## config.mk

```make
export PLATFORM = sky130hd
export DESIGN_NAME = vectored_irq_controller
export DESIGN_NICKNAME = d
export VERILOG_FILES = /design/src/hw/irq_pkg.sv /design/src/hw/vectored_irq_controller.sv
export VERILOG_INCLUDE_DIRS = /design/src /design/src/hw
export SDC_FILE = /design/constraint.sdc
export NUM_CORES = 1
export LEC_CHECK = 0
export ABC_AREA = 0
export BUFFER_PORTS_ARGS = -buffer_cell sky130_fd_sc_hd__buf_2
export CAP_MARGIN = 20
export CORE_MARGIN = 10
export CORE_UTILIZATION = 60
export CTS_CLUSTER_SIZE = 25
export DETAILED_ROUTE_END_ITERATION = 8
export PLACE_DENSITY = 0.92
export SYNTH_ARGS = -nofsm -noshare
export SYNTH_HDL_FRONTEND = slang
export SYNTH_SLANG_ARGS = --single-unit
```

## constraint.sdc

```tcl
create_clock -name clk -period 150.6 [get_ports clk]
set_input_delay 7.53 -clock clk [delete_from_list [all_inputs] [get_ports clk]]
set_output_delay 7.53 -clock clk [all_outputs]
set_load 0.005 [all_outputs]
```

## src/hw/irq_consts.svh

```systemverilog
// Offsets, field positions, reset values and counts of the interrupt controller
`ifndef IRQ_CONSTS_SVH
`define IRQ_CONSTS_SVH

`define OFS_FAULT_NEST     16'h0080
`define OFS_EDGE_VECTOR    16'h0082
`define OFS_FLAGS_0        16'h0084
`define OFS_FLAGS_1        16'h0086
`define OFS_FLAGS_2        16'h0088
`define OFS_ENABLES_0      16'h008C
`define OFS_ENABLES_1      16'h008E
`define OFS_ENABLES_2      16'h0600
`define OFS_PRIO_0         16'h0094
`define OFS_PRIO_1         16'h9600
`define OFS_PRIO_2         16'h0098
`define OFS_PRIO_3         16'h009A
`define OFS_PRIO_4         16'h009C
`define OFS_PRIO_5         16'h3600
`define OFS_PRIO_6         16'h00A0
`define OFS_PRIO_7         16'h00A2
`define OFS_PRIO_8         16'h00A4
`define OFS_PRIO_9         16'h00A6
`define OFS_PRIO_10        16'h00A8
`define OFS_ACTIVE_STATUS  16'h00B0
`define OFS_EVENT_STATUS   16'h00B2
`define OFS_EVENT_ENABLE   16'h00B4
`define OFS_EVENT_CLEAR    16'h00B6

`define FAULT_NEST_MASK    16'h871E
`define EDGE_VECTOR_MASK   16'h801F
`define ALT_VECTOR_BIT     15
`define FLAGS_2_MASK       16'h067F
`define PRIO_RESET         16'h4444
`define PRIO_RESET_9       16'h0444
`define PRIO_RESET_10      16'h0440
`define PRIO_MASK          16'h7777
`define PRIO_MASK_9        16'h0777
`define PRIO_MASK_10       16'h0770

`define SOURCE_COUNT       44
`define PRIO_REG_COUNT     11
`define FLAG_REG_COUNT     3
`define VECTOR_BASE        8
`define EVENT_COUNT        6
`define EVENT_WAKE_BIT     5

`define EXT0_FLAG_BIT      0
`define EXT1_FLAG_BIT      16
`define EXT2_FLAG_BIT      23
`define EXT3_FLAG_BIT      36
`define EXT4_FLAG_BIT      37

`endif

```

## src/hw/irq_pkg.sv

```systemverilog
// Types shared by the interrupt controller and its surroundings
package irq_pkg;

  typedef struct packed {
    logic [4:0]       status_flags;
    logic [3:0][15:0] work_regs;
  } context_t;

  typedef struct packed {
    logic       valid;
    logic [3:0] level;
    logic [5:0] vector;
    logic       alt_table;
  } irq_req_t;

endpackage : irq_pkg

```

## src/hw/vectored_irq_controller.sv

```systemverilog
// Vectored interrupt controller with edge inputs, wake-up and one-level shadow context
//
// Our own choice: strobed register access.
`timescale 1ns/1ps
`default_nettype none
`include "irq_consts.svh"

module vectored_irq_controller #(
  parameter int unsigned EXT_COUNT = 5
) (
  input  wire logic               clk,
  input  wire logic               reset,
  input  wire logic [15:0]        reg_addr,
  input  wire logic [15:0]        reg_wdata,
  input  wire logic               reg_wr,
  input  wire logic               reg_rd,
  output logic      [15:0]        reg_rdata,
  input  wire logic [EXT_COUNT-1:0] ext_irq_inputs,
  input  wire logic [47:0]        periph_events,
  input  wire logic               instr_cycle_start,
  input  wire logic [3:0]         cpu_priority_level,
  input  wire logic               cpu_low_power,
  input  wire logic               irq_ack,
  input  wire logic               shadow_push,
  input  wire logic               shadow_pop,
  input  wire irq_pkg::context_t  live_context,
  output irq_pkg::context_t       shadow_context,
  output logic                    shadow_restore,
  output irq_pkg::irq_req_t       irq_request,
  output logic                    wake_request,
  output logic                    stack_push,
  output logic      [3:0]         load_priority,
  output logic                    irq_out
);

  if (EXT_COUNT < 1 || EXT_COUNT > 5) begin : g_bad_ext
    $error("EXT_COUNT must lie between 1 and 5");
  end

  ////////////////////////////////////////////////////////////////////////////
  // Helper functions

  function automatic int unsigned ext_pos(input int unsigned idx);
    case (idx)
      0:       ext_pos = `EXT0_FLAG_BIT;
      1:       ext_pos = `EXT1_FLAG_BIT;
      2:       ext_pos = `EXT2_FLAG_BIT;
      3:       ext_pos = `EXT3_FLAG_BIT;
      default: ext_pos = `EXT4_FLAG_BIT;
    endcase
  endfunction : ext_pos

  function automatic logic [15:0] prio_reset_val(input int unsigned idx);
    case (idx)
      9:       prio_reset_val = `PRIO_RESET_9;
      10:      prio_reset_val = `PRIO_RESET_10;
      default: prio_reset_val = `PRIO_RESET;
    endcase
  endfunction : prio_reset_val

  function automatic logic [15:0] prio_mask(input int unsigned idx);
    case (idx)
      9:       prio_mask = `PRIO_MASK_9;
      10:      prio_mask = `PRIO_MASK_10;
      default: prio_mask = `PRIO_MASK;
    endcase
  endfunction : prio_mask

  function automatic logic [15:0] flag_mask(input int unsigned idx);
    flag_mask = (idx == 2) ? `FLAGS_2_MASK : 16'hFFFF;
  endfunction : flag_mask

  function automatic logic [15:0] prio_ofs(input int unsigned idx);
    case (idx)
      0:       prio_ofs = `OFS_PRIO_0;
      1:       prio_ofs = `OFS_PRIO_1;
      2:       prio_ofs = `OFS_PRIO_2;
      3:       prio_ofs = `OFS_PRIO_3;
      4:       prio_ofs = `OFS_PRIO_4;
      5:       prio_ofs = `OFS_PRIO_5;
      6:       prio_ofs = `OFS_PRIO_6;
      7:       prio_ofs = `OFS_PRIO_7;
      8:       prio_ofs = `OFS_PRIO_8;
      9:       prio_ofs = `OFS_PRIO_9;
      default: prio_ofs = `OFS_PRIO_10;
    endcase
  endfunction : prio_ofs

  function automatic logic [15:0] flag_ofs(input int unsigned idx);
    case (idx)
      0:       flag_ofs = `OFS_FLAGS_0;
      1:       flag_ofs = `OFS_FLAGS_1;
      default: flag_ofs = `OFS_FLAGS_2;
    endcase
  endfunction : flag_ofs

  function automatic logic [15:0] enable_ofs(input int unsigned idx);
    case (idx)
      0:       enable_ofs = `OFS_ENABLES_0;
      1:       enable_ofs = `OFS_ENABLES_1;
      default: enable_ofs = `OFS_ENABLES_2;
    endcase
  endfunction : enable_ofs

  ////////////////////////////////////////////////////////////////////////////
  // Storage

  logic [15:0]                  fault_nesting_control_r;
  logic [15:0]                  edge_and_vector_control_r;
  logic [`FLAG_REG_COUNT-1:0][15:0] request_flags_r;
  logic [`FLAG_REG_COUNT-1:0][15:0] request_enables_r;
  logic [`PRIO_REG_COUNT-1:0][15:0] source_priority_r;
  logic [`EVENT_COUNT-1:0]      event_status_r;
  logic [`EVENT_COUNT-1:0]      event_enable_r;
  logic [EXT_COUNT-1:0]         ext_meta_r;
  logic [EXT_COUNT-1:0]         ext_sync_r;
  logic [EXT_COUNT-1:0]         ext_prev_r;
  logic [47:0]                  event_hold_r;
  logic [2:0]                   ext_fill_r;

  ////////////////////////////////////////////////////////////////////////////
  // Register decode

  logic [`FLAG_REG_COUNT-1:0]   wr_flags;
  logic [`FLAG_REG_COUNT-1:0]   wr_enables;
  logic [`PRIO_REG_COUNT-1:0]   wr_prio;
  logic [`FLAG_REG_COUNT-1:0]   hit_flags;
  logic [`FLAG_REG_COUNT-1:0]   hit_enables;
  logic [`PRIO_REG_COUNT-1:0]   hit_prio;
  logic                         wr_fault_nest;
  logic                         wr_edge_vector;
  logic                         wr_event_enable;
  logic                         wr_event_clear;

  // Strobes qualified by address match
  for (genvar g = 0; g < `FLAG_REG_COUNT; g++) begin : g_flag_dec
    assign hit_flags[g]   = (reg_addr == flag_ofs(g));
    assign hit_enables[g] = (reg_addr == enable_ofs(g));
    assign wr_flags[g]    = reg_wr && hit_flags[g];
    assign wr_enables[g]  = reg_wr && hit_enables[g];
  end

  for (genvar g = 0; g < `PRIO_REG_COUNT; g++) begin : g_prio_dec
    assign hit_prio[g] = (reg_addr == prio_ofs(g));
    assign wr_prio[g]  = reg_wr && hit_prio[g];
  end

  assign wr_fault_nest   = reg_wr && (reg_addr == `OFS_FAULT_NEST);
  assign wr_edge_vector  = reg_wr && (reg_addr == `OFS_EDGE_VECTOR);
  assign wr_event_enable = reg_wr && (reg_addr == `OFS_EVENT_ENABLE);
  assign wr_event_clear  = reg_wr && (reg_addr == `OFS_EVENT_CLEAR);

  ////////////////////////////////////////////////////////////////////////////
  // External edge detection

  logic [EXT_COUNT-1:0] ext_edge;
  logic [47:0]          ext_event_vec;
  logic [47:0]          incoming;

  for (genvar g = 0; g < EXT_COUNT; g++) begin : g_edge
    // No false edge while the pipeline still holds reset values
    assign ext_edge[g] = ext_fill_r[2] && (edge_and_vector_control_r[g]
                         ? (ext_prev_r[g] && !ext_sync_r[g])
                         : (!ext_prev_r[g] && ext_sync_r[g]));
  end

  always_comb begin
    ext_event_vec = 48'h0000_0000_0000;
    for (int i = 0; i < EXT_COUNT; i++) begin
      ext_event_vec[ext_pos(i)] = ext_edge[i];
    end
  end

  assign incoming = periph_events | ext_event_vec;

  // Events land in flags at cycle start
  logic [47:0] flag_set;
  logic [47:0] event_hold_nxt;
  assign flag_set       = instr_cycle_start ? (event_hold_r | incoming) : 48'h0000_0000_0000;
  assign event_hold_nxt = instr_cycle_start ? 48'h0000_0000_0000 : (event_hold_r | incoming);

  ////////////////////////////////////////////////////////////////////////////
  // Arbitration

  logic [3:0] best_level;
  logic [5:0] best_vector;
  logic       best_hit;

  // Highest enabled level, lowest index on ties
  always_comb begin
    logic [2:0] lvl;
    lvl         = 3'h0;
    best_level  = 4'h0;
    best_vector = 6'h00;
    best_hit    = 1'b0;
    for (int i = 0; i < `SOURCE_COUNT; i++) begin
      // Level zero never beats the start value
      lvl = source_priority_r[i / 4][(i % 4) * 4 +: 3];
      if (request_flags_r[i / 16][i % 16] && request_enables_r[i / 16][i % 16]
          && ({1'b0, lvl} > best_level)) begin
        best_level  = {1'b0, lvl};
        best_vector = 6'(i + `VECTOR_BASE);
        best_hit    = 1'b1;
      end
    end
  end

  logic req_valid_nxt;
  assign req_valid_nxt = best_hit && (best_level > cpu_priority_level);

  irq_pkg::irq_req_t req_nxt;
  assign req_nxt = '{valid:     req_valid_nxt,
                     level:     best_level,
                     vector:    best_vector,
                     alt_table: edge_and_vector_control_r[`ALT_VECTOR_BIT]};

  ////////////////////////////////////////////////////////////////////////////
  // Event status and interrupt line

  logic [`EVENT_COUNT-1:0] event_raise;
  logic [`EVENT_COUNT-1:0] event_status_nxt;
  // Wake on the top bit, external edges below
  assign event_raise = {req_valid_nxt && cpu_low_power,
                        (`EVENT_COUNT-1)'(ext_edge)};
  // A raise wins over a clear in the same cycle
  assign event_status_nxt = (event_status_r & ~(wr_event_clear ? reg_wdata[`EVENT_COUNT-1:0]
                                                                : `EVENT_COUNT'(0)))
                            | event_raise;

  ////////////////////////////////////////////////////////////////////////////
  // Read path

  logic [15:0] rd_value;
  always_comb begin
    rd_value = 16'h0000;
    for (int i = 0; i < `FLAG_REG_COUNT; i++) begin
      if (hit_flags[i])   rd_value = request_flags_r[i];
      if (hit_enables[i]) rd_value = request_enables_r[i];
    end
    for (int i = 0; i < `PRIO_REG_COUNT; i++) begin
      if (hit_prio[i]) rd_value = source_priority_r[i];
    end
    case (reg_addr)
      `OFS_FAULT_NEST:    rd_value = fault_nesting_control_r;
      `OFS_EDGE_VECTOR:   rd_value = edge_and_vector_control_r;
      `OFS_ACTIVE_STATUS: rd_value = {4'h0, irq_request.level, 2'b00, irq_request.vector};
      `OFS_EVENT_STATUS:  rd_value = 16'(event_status_r);
      `OFS_EVENT_ENABLE:  rd_value = 16'(event_enable_r);
      // Unmapped and write-only addresses read zero
      default:            ;
    endcase
  end

  ////////////////////////////////////////////////////////////////////////////
  // Control and data registers

  always_ff @(posedge clk or posedge reset) begin
    if (reset) begin
      fault_nesting_control_r   <= 16'h0000;
      edge_and_vector_control_r <= 16'h0000;
      event_enable_r            <= '0;
      reg_rdata                 <= 16'h0000;
    end else begin
      if (wr_fault_nest)   fault_nesting_control_r   <= reg_wdata & `FAULT_NEST_MASK;
      if (wr_edge_vector)  edge_and_vector_control_r <= reg_wdata & `EDGE_VECTOR_MASK;
      if (wr_event_enable) event_enable_r            <= reg_wdata[`EVENT_COUNT-1:0];
      reg_rdata <= reg_rd ? rd_value : 16'h0000;
    end
  end

  // Flags: hardware set wins over a software write
  for (genvar g = 0; g < `FLAG_REG_COUNT; g++) begin : g_flag_regs
    always_ff @(posedge clk or posedge reset) begin
      if (reset) begin
        request_flags_r[g]   <= 16'h0000;
        request_enables_r[g] <= 16'h0000;
      end else begin
        request_flags_r[g] <= ((wr_flags[g] ? reg_wdata : request_flags_r[g])
                               | flag_set[g*16 +: 16]) & flag_mask(g);
        if (wr_enables[g]) request_enables_r[g] <= reg_wdata & flag_mask(g);
      end
    end
  end

  for (genvar g = 0; g < `PRIO_REG_COUNT; g++) begin : g_prio_regs
    always_ff @(posedge clk or posedge reset) begin
      if (reset) begin
        source_priority_r[g] <= prio_reset_val(g);
      end else if (wr_prio[g]) begin
        source_priority_r[g] <= reg_wdata & prio_mask(g);
      end
    end
  end

  ////////////////////////////////////////////////////////////////////////////
  // Input synchronisers and event capture

  always_ff @(posedge clk or posedge reset) begin
    if (reset) begin
      ext_meta_r   <= '0;
      ext_sync_r   <= '0;
      ext_prev_r   <= '0;
      event_hold_r <= 48'h0000_0000_0000;
      ext_fill_r   <= 3'h0;
    end else begin
      ext_meta_r   <= ext_irq_inputs;
      ext_sync_r   <= ext_meta_r;
      ext_prev_r   <= ext_sync_r;
      event_hold_r <= event_hold_nxt;
      // Marks the stages that hold real pin samples
      ext_fill_r   <= {ext_fill_r[1:0], 1'b1};
    end
  end

  ////////////////////////////////////////////////////////////////////////////
  // Core-facing request, wake and take sequence

  always_ff @(posedge clk or posedge reset) begin
    if (reset) begin
      irq_request    <= '0;
      wake_request   <= 1'b0;
      stack_push     <= 1'b0;
      load_priority  <= 4'h0;
      event_status_r <= '0;
      irq_out        <= 1'b0;
    end else begin
      irq_request    <= req_nxt;
      wake_request   <= req_valid_nxt && cpu_low_power;
      stack_push     <= irq_ack && irq_request.valid;
      if (irq_ack && irq_request.valid) load_priority <= irq_request.level;
      // Sticky event bits and their level line
      event_status_r <= event_status_nxt;
      irq_out        <= |(event_status_nxt & event_enable_r);
    end
  end

  ////////////////////////////////////////////////////////////////////////////
  // Shadow context
  // No register address reaches the shadow

  always_ff @(posedge clk or posedge reset) begin
    if (reset) begin
      shadow_context <= '0;
      shadow_restore <= 1'b0;
    end else begin
      if (shadow_push) shadow_context <= live_context;
      shadow_restore <= shadow_pop;
    end
  end

endmodule : vectored_irq_controller

`default_nettype wire

```

==> impl_metrics.tcl <==
set metrics [dict create \
    dr.pass1.iters 8 \
    fmax_mhz 14.93 \
    ys_top_cells_by_area "dfrtp_1 (38%), mux2_2 (13%), dfstp_2 (4.7%)" \
    yosys_register_bits 393 \
    num_vias 21978 \
    syn_avg_cell_area_um2 10.01 \
    worstPathRequired_ps 151110 \
    synth_top_area_share_pct 38.22 \
    cpPeakStageDelay_ps 830 \
    slew_violations 0 \
    yosysMostFrequentCell "dfrtp_1" \
    drtIter0Drc 3259 \
    crit_path_end "irq_out$_DFF_PP0_" \
    antenna_found_initial 12 \
    outcome "completed" \
    hold_viol_final 0 \
    fin_hold_ws_ps 354.1 \
    synth-warning-count 0 \
    synth-seq-area-share_pct 42.90 \
    ctsRootBufferMaster "clkbuf_16" \
    worst_r2r_path_depth 276 \
    holdBufCountCts 0 \
    gr-total-overflow 0 \
    final_cells 3091 \
    worst_pin_slew_ps 1213 \
    power.density_nw_per_um2 8.938 \
    cts_setup_buffers 0 \
    slew-limit-headroom_pct 18.83 \
    die_h_um 216.0 \
    cts_inserted_buffers 43 \
    cts_tree "yes" \
    clock_latency_ps 600 \
    area_delta_synth_final_pct 13.94 \
    setup_tns_ps 0 \
    fin_nets 2784 \
    cp-start-kind "flop" \
    peakVddDrop_uv 11.78 \
    place_hpwl_mm 66.71 \
    finalWirelength_mm 91.91 \
    rsz0062_at_grt "no" \
    arrival_ps 67490 \
    r2r_slack_ps 83620 \
    worst_slack_ps 83620 \
    htree_levels 2 \
    grt_pass1_wl_mm 136.8 \
    crit_type "reg2reg" \
    drive_above_1_share_pct 27.67 \
    cp_common_cell "ha_1" \
    maxCapViolCount 0 \
    critPathLaunch "source_priority_r[2]$_DFFE_PP1P_" \
    cts_resized 0 \
    start_util_pct 61.04 \
    ys.flop_type "dfrtp_1" \
    io_buffer_count 262 \
    r2r-end "irq_out$_DFF_PP0_" \
    finalSetupViolations 0 \
    synth_common_cells "dfrtp_1 (352), mux2_2 (274), nor2_1 (229)" \
    dp_cells 3009 \
    grt_pass1_vias 21679 \
    synth_top_area_cell "dfrtp_1" \
    max-clock-path-buffers 3 \
    post_drt_wl_per_cell_um 29.74 \
    dieArea_um2 46650 \
    drc 0 \
    min_path_type "reg2reg" \
    p_leak_nw 11.99 \
    nFillCells 2679 \
    async_flop_share_pct 100.0 \
    worstSetupEndpointType "flop" \
    ant_nets 0 \
    die_w_um 216.0 \
    pin_count 272 \
    pre_cts_ws_ps 85870 \
    syn_inst 2302 \
    grt_usage_pct 38.31 \
    cts.clk_slew.worst_paths_ps 70 \
    syn_area_um2 23040 \
    core_um2 37760 \
    place_area_um2 24820 \
    fin_worst_skew_ps 31.32 \
    viasPerCell 7.110 \
    crit_slowest_cell "o31ai_1" \
    synth_edf_count 0 \
    clock-sinks 393 \
    num_rows 71 \
    timing.final.crit_share_pct 44.48 \
    final_util_pct 69.55 \
    finalPower_mw 0.2347 \
    grt_start_max_net_pins 190 \
    synth_cell_types 109 \
    stdcell_area_um2 26260 \
    gp_congestion 1.017 \
    fin_crit_ps 66980 \
    critPathMaxFanout 10 \
    rr_startpoint "source_priority_r[2]$_DFFE_PP1P_" \
]
==> placed cells by master, fill, tap and decap left out, types with 9 or more instances in the layout <==
| cell | n |
|---|---|
| or3_1 | 22 |
| nand4_1 | 12 |
| buf_2 | 262 |
| o31ai_1 | 10 |
| o211ai_1 | 18 |
| ha_1 | 74 |
| o221ai_1 | 14 |
| a21o_1 | 27 |
| inv_1 | 97 |
| o21a_1 | 15 |
| clkinv_2 | 9 |
| a2111oi_0 | 9 |
| nor2b_1 | 15 |
| a221oi_1 | 20 |
| nand3_1 | 92 |
| a222oi_1 | 28 |
| dfstp_2 | 41 |
| mux2_2 | 274 |
| nand2b_1 | 15 |
| clkbuf_16 | 44 |
| a211oi_1 | 19 |
| a21oi_1 | 65 |
| a31oi_1 | 34 |
| nand2_1 | 191 |
| mux2i_1 | 55 |
| o2111ai_1 | 15 |
| nor4_1 | 11 |
| or2_2 | 12 |
| a22oi_1 | 35 |
| o22ai_1 | 11 |
| nor2_1 | 229 |
| o21ai_0 | 131 |
| and3_1 | 23 |
| dfrtp_1 | 352 |
| buf_4 | 14 |
| a22o_1 | 13 |
| and2_1 | 27 |
| nor3_1 | 30 |
==> final cells by class <==
class / instances / area [µm²] / share of cell area, %
Inverter: 100 / 382.9 / 1.458
Timing Repair Buffer: 277 / 1436 / 5.470
Tap cell: 511 / 639.4 / 2.435
Antenna cell: 3 / 7.507 / 0.02859
Clock buffer: 58 / 1214 / 4.622
Clock inverter: 21 / 220.2 / 0.8387
Multi-Input combinational cell: 1728 / 12470 / 47.50
Sequential cell: 393 / 9886 / 37.65
==> sequential cells by signal, indices dropped and copies added (netlist names), 6 cells and up <==
signal / count
irq_request: 11
shadow_context: 69
edge_and_vector_control_r: 6
fault_nesting_control_r: 8
request_flags_r: 41
event_hold_r: 41
event_enable_r: 6
request_enables_r: 41
event_status_r: 6
source_priority_r: 123
reg_rdata: 16
==> per-layer routing <==
metal | vias up | GRT usage [%] | wire [µm]
met5 | - | 0 | 62
met4 | 8 | 22.47 | 6215
met3 | 396 | 13.52 | 12590
met2 | 1712 | 58.98 | 40800
met1 | 10697 | 45.75 | 32250
li1 | 9165 | - | -
==> report_power, final <==
group | total (mW) | internal, mW | switching [mW]
Sequential | 0.110 | 0.109 | 0.00185
Clock | 0.109 | 0.0623 | 0.0472
Combinational | 0.0148 | 0.00522 | 0.00959
Total | 0.235 | 0.176 | 0.0586
==> kinds of logic after synthesis <==
family / after synthesis / share of synthesized area (%)
flip-flops: 393 / 42.90
buffers and inverters: 182 / 3.040
multiplexers: 330 / 15.84
adder cells (fa/ha/maj): 79 / 4.235
XOR/XNOR: 5 / 0.1901
AO/OA/AOI/OAI: 592 / 18.94
AND/OR/NAND/NOR: 719 / 14.82
other: 2 / 0.03259
==> worst max-delay path: cells and delay by family, from the launching register on <==
kind,cells,cell delay (ps)
and+or+nand+nor,90,16030
buffers and inverters,7,500
adders and majority gates,43,13000
AOI/OAI and AO/OA,122,31540
DFF,1,560
muxes,14,5160
==> worst min-delay path by stage <==
| stage | depth (start not counted) | from | to |
|---|---|---|---|
| after floorplan | 0 | ext_fill_r[0]$_DFF_PP0_ | ext_fill_r[1]$_DFF_PP0_ |
| after global placement | 0 | ext_meta_r[3]$_DFF_PP0_ | ext_sync_r[3]$_DFF_PP0_ |
| after global routing | 0 | ext_fill_r[1]$_DFF_PP0_ | ext_fill_r[2]$_DFF_PP0_ |
| after detailed placement | 0 | ext_fill_r[0]$_DFF_PP0_ | ext_fill_r[1]$_DFF_PP0_ |
| final | 0 | ext_fill_r[1]$_DFF_PP0_ | ext_fill_r[2]$_DFF_PP0_ |
| after CTS | 0 | ext_fill_r[1]$_DFF_PP0_ | ext_fill_r[2]$_DFF_PP0_ |
Power figures use the tool's default switching activity.
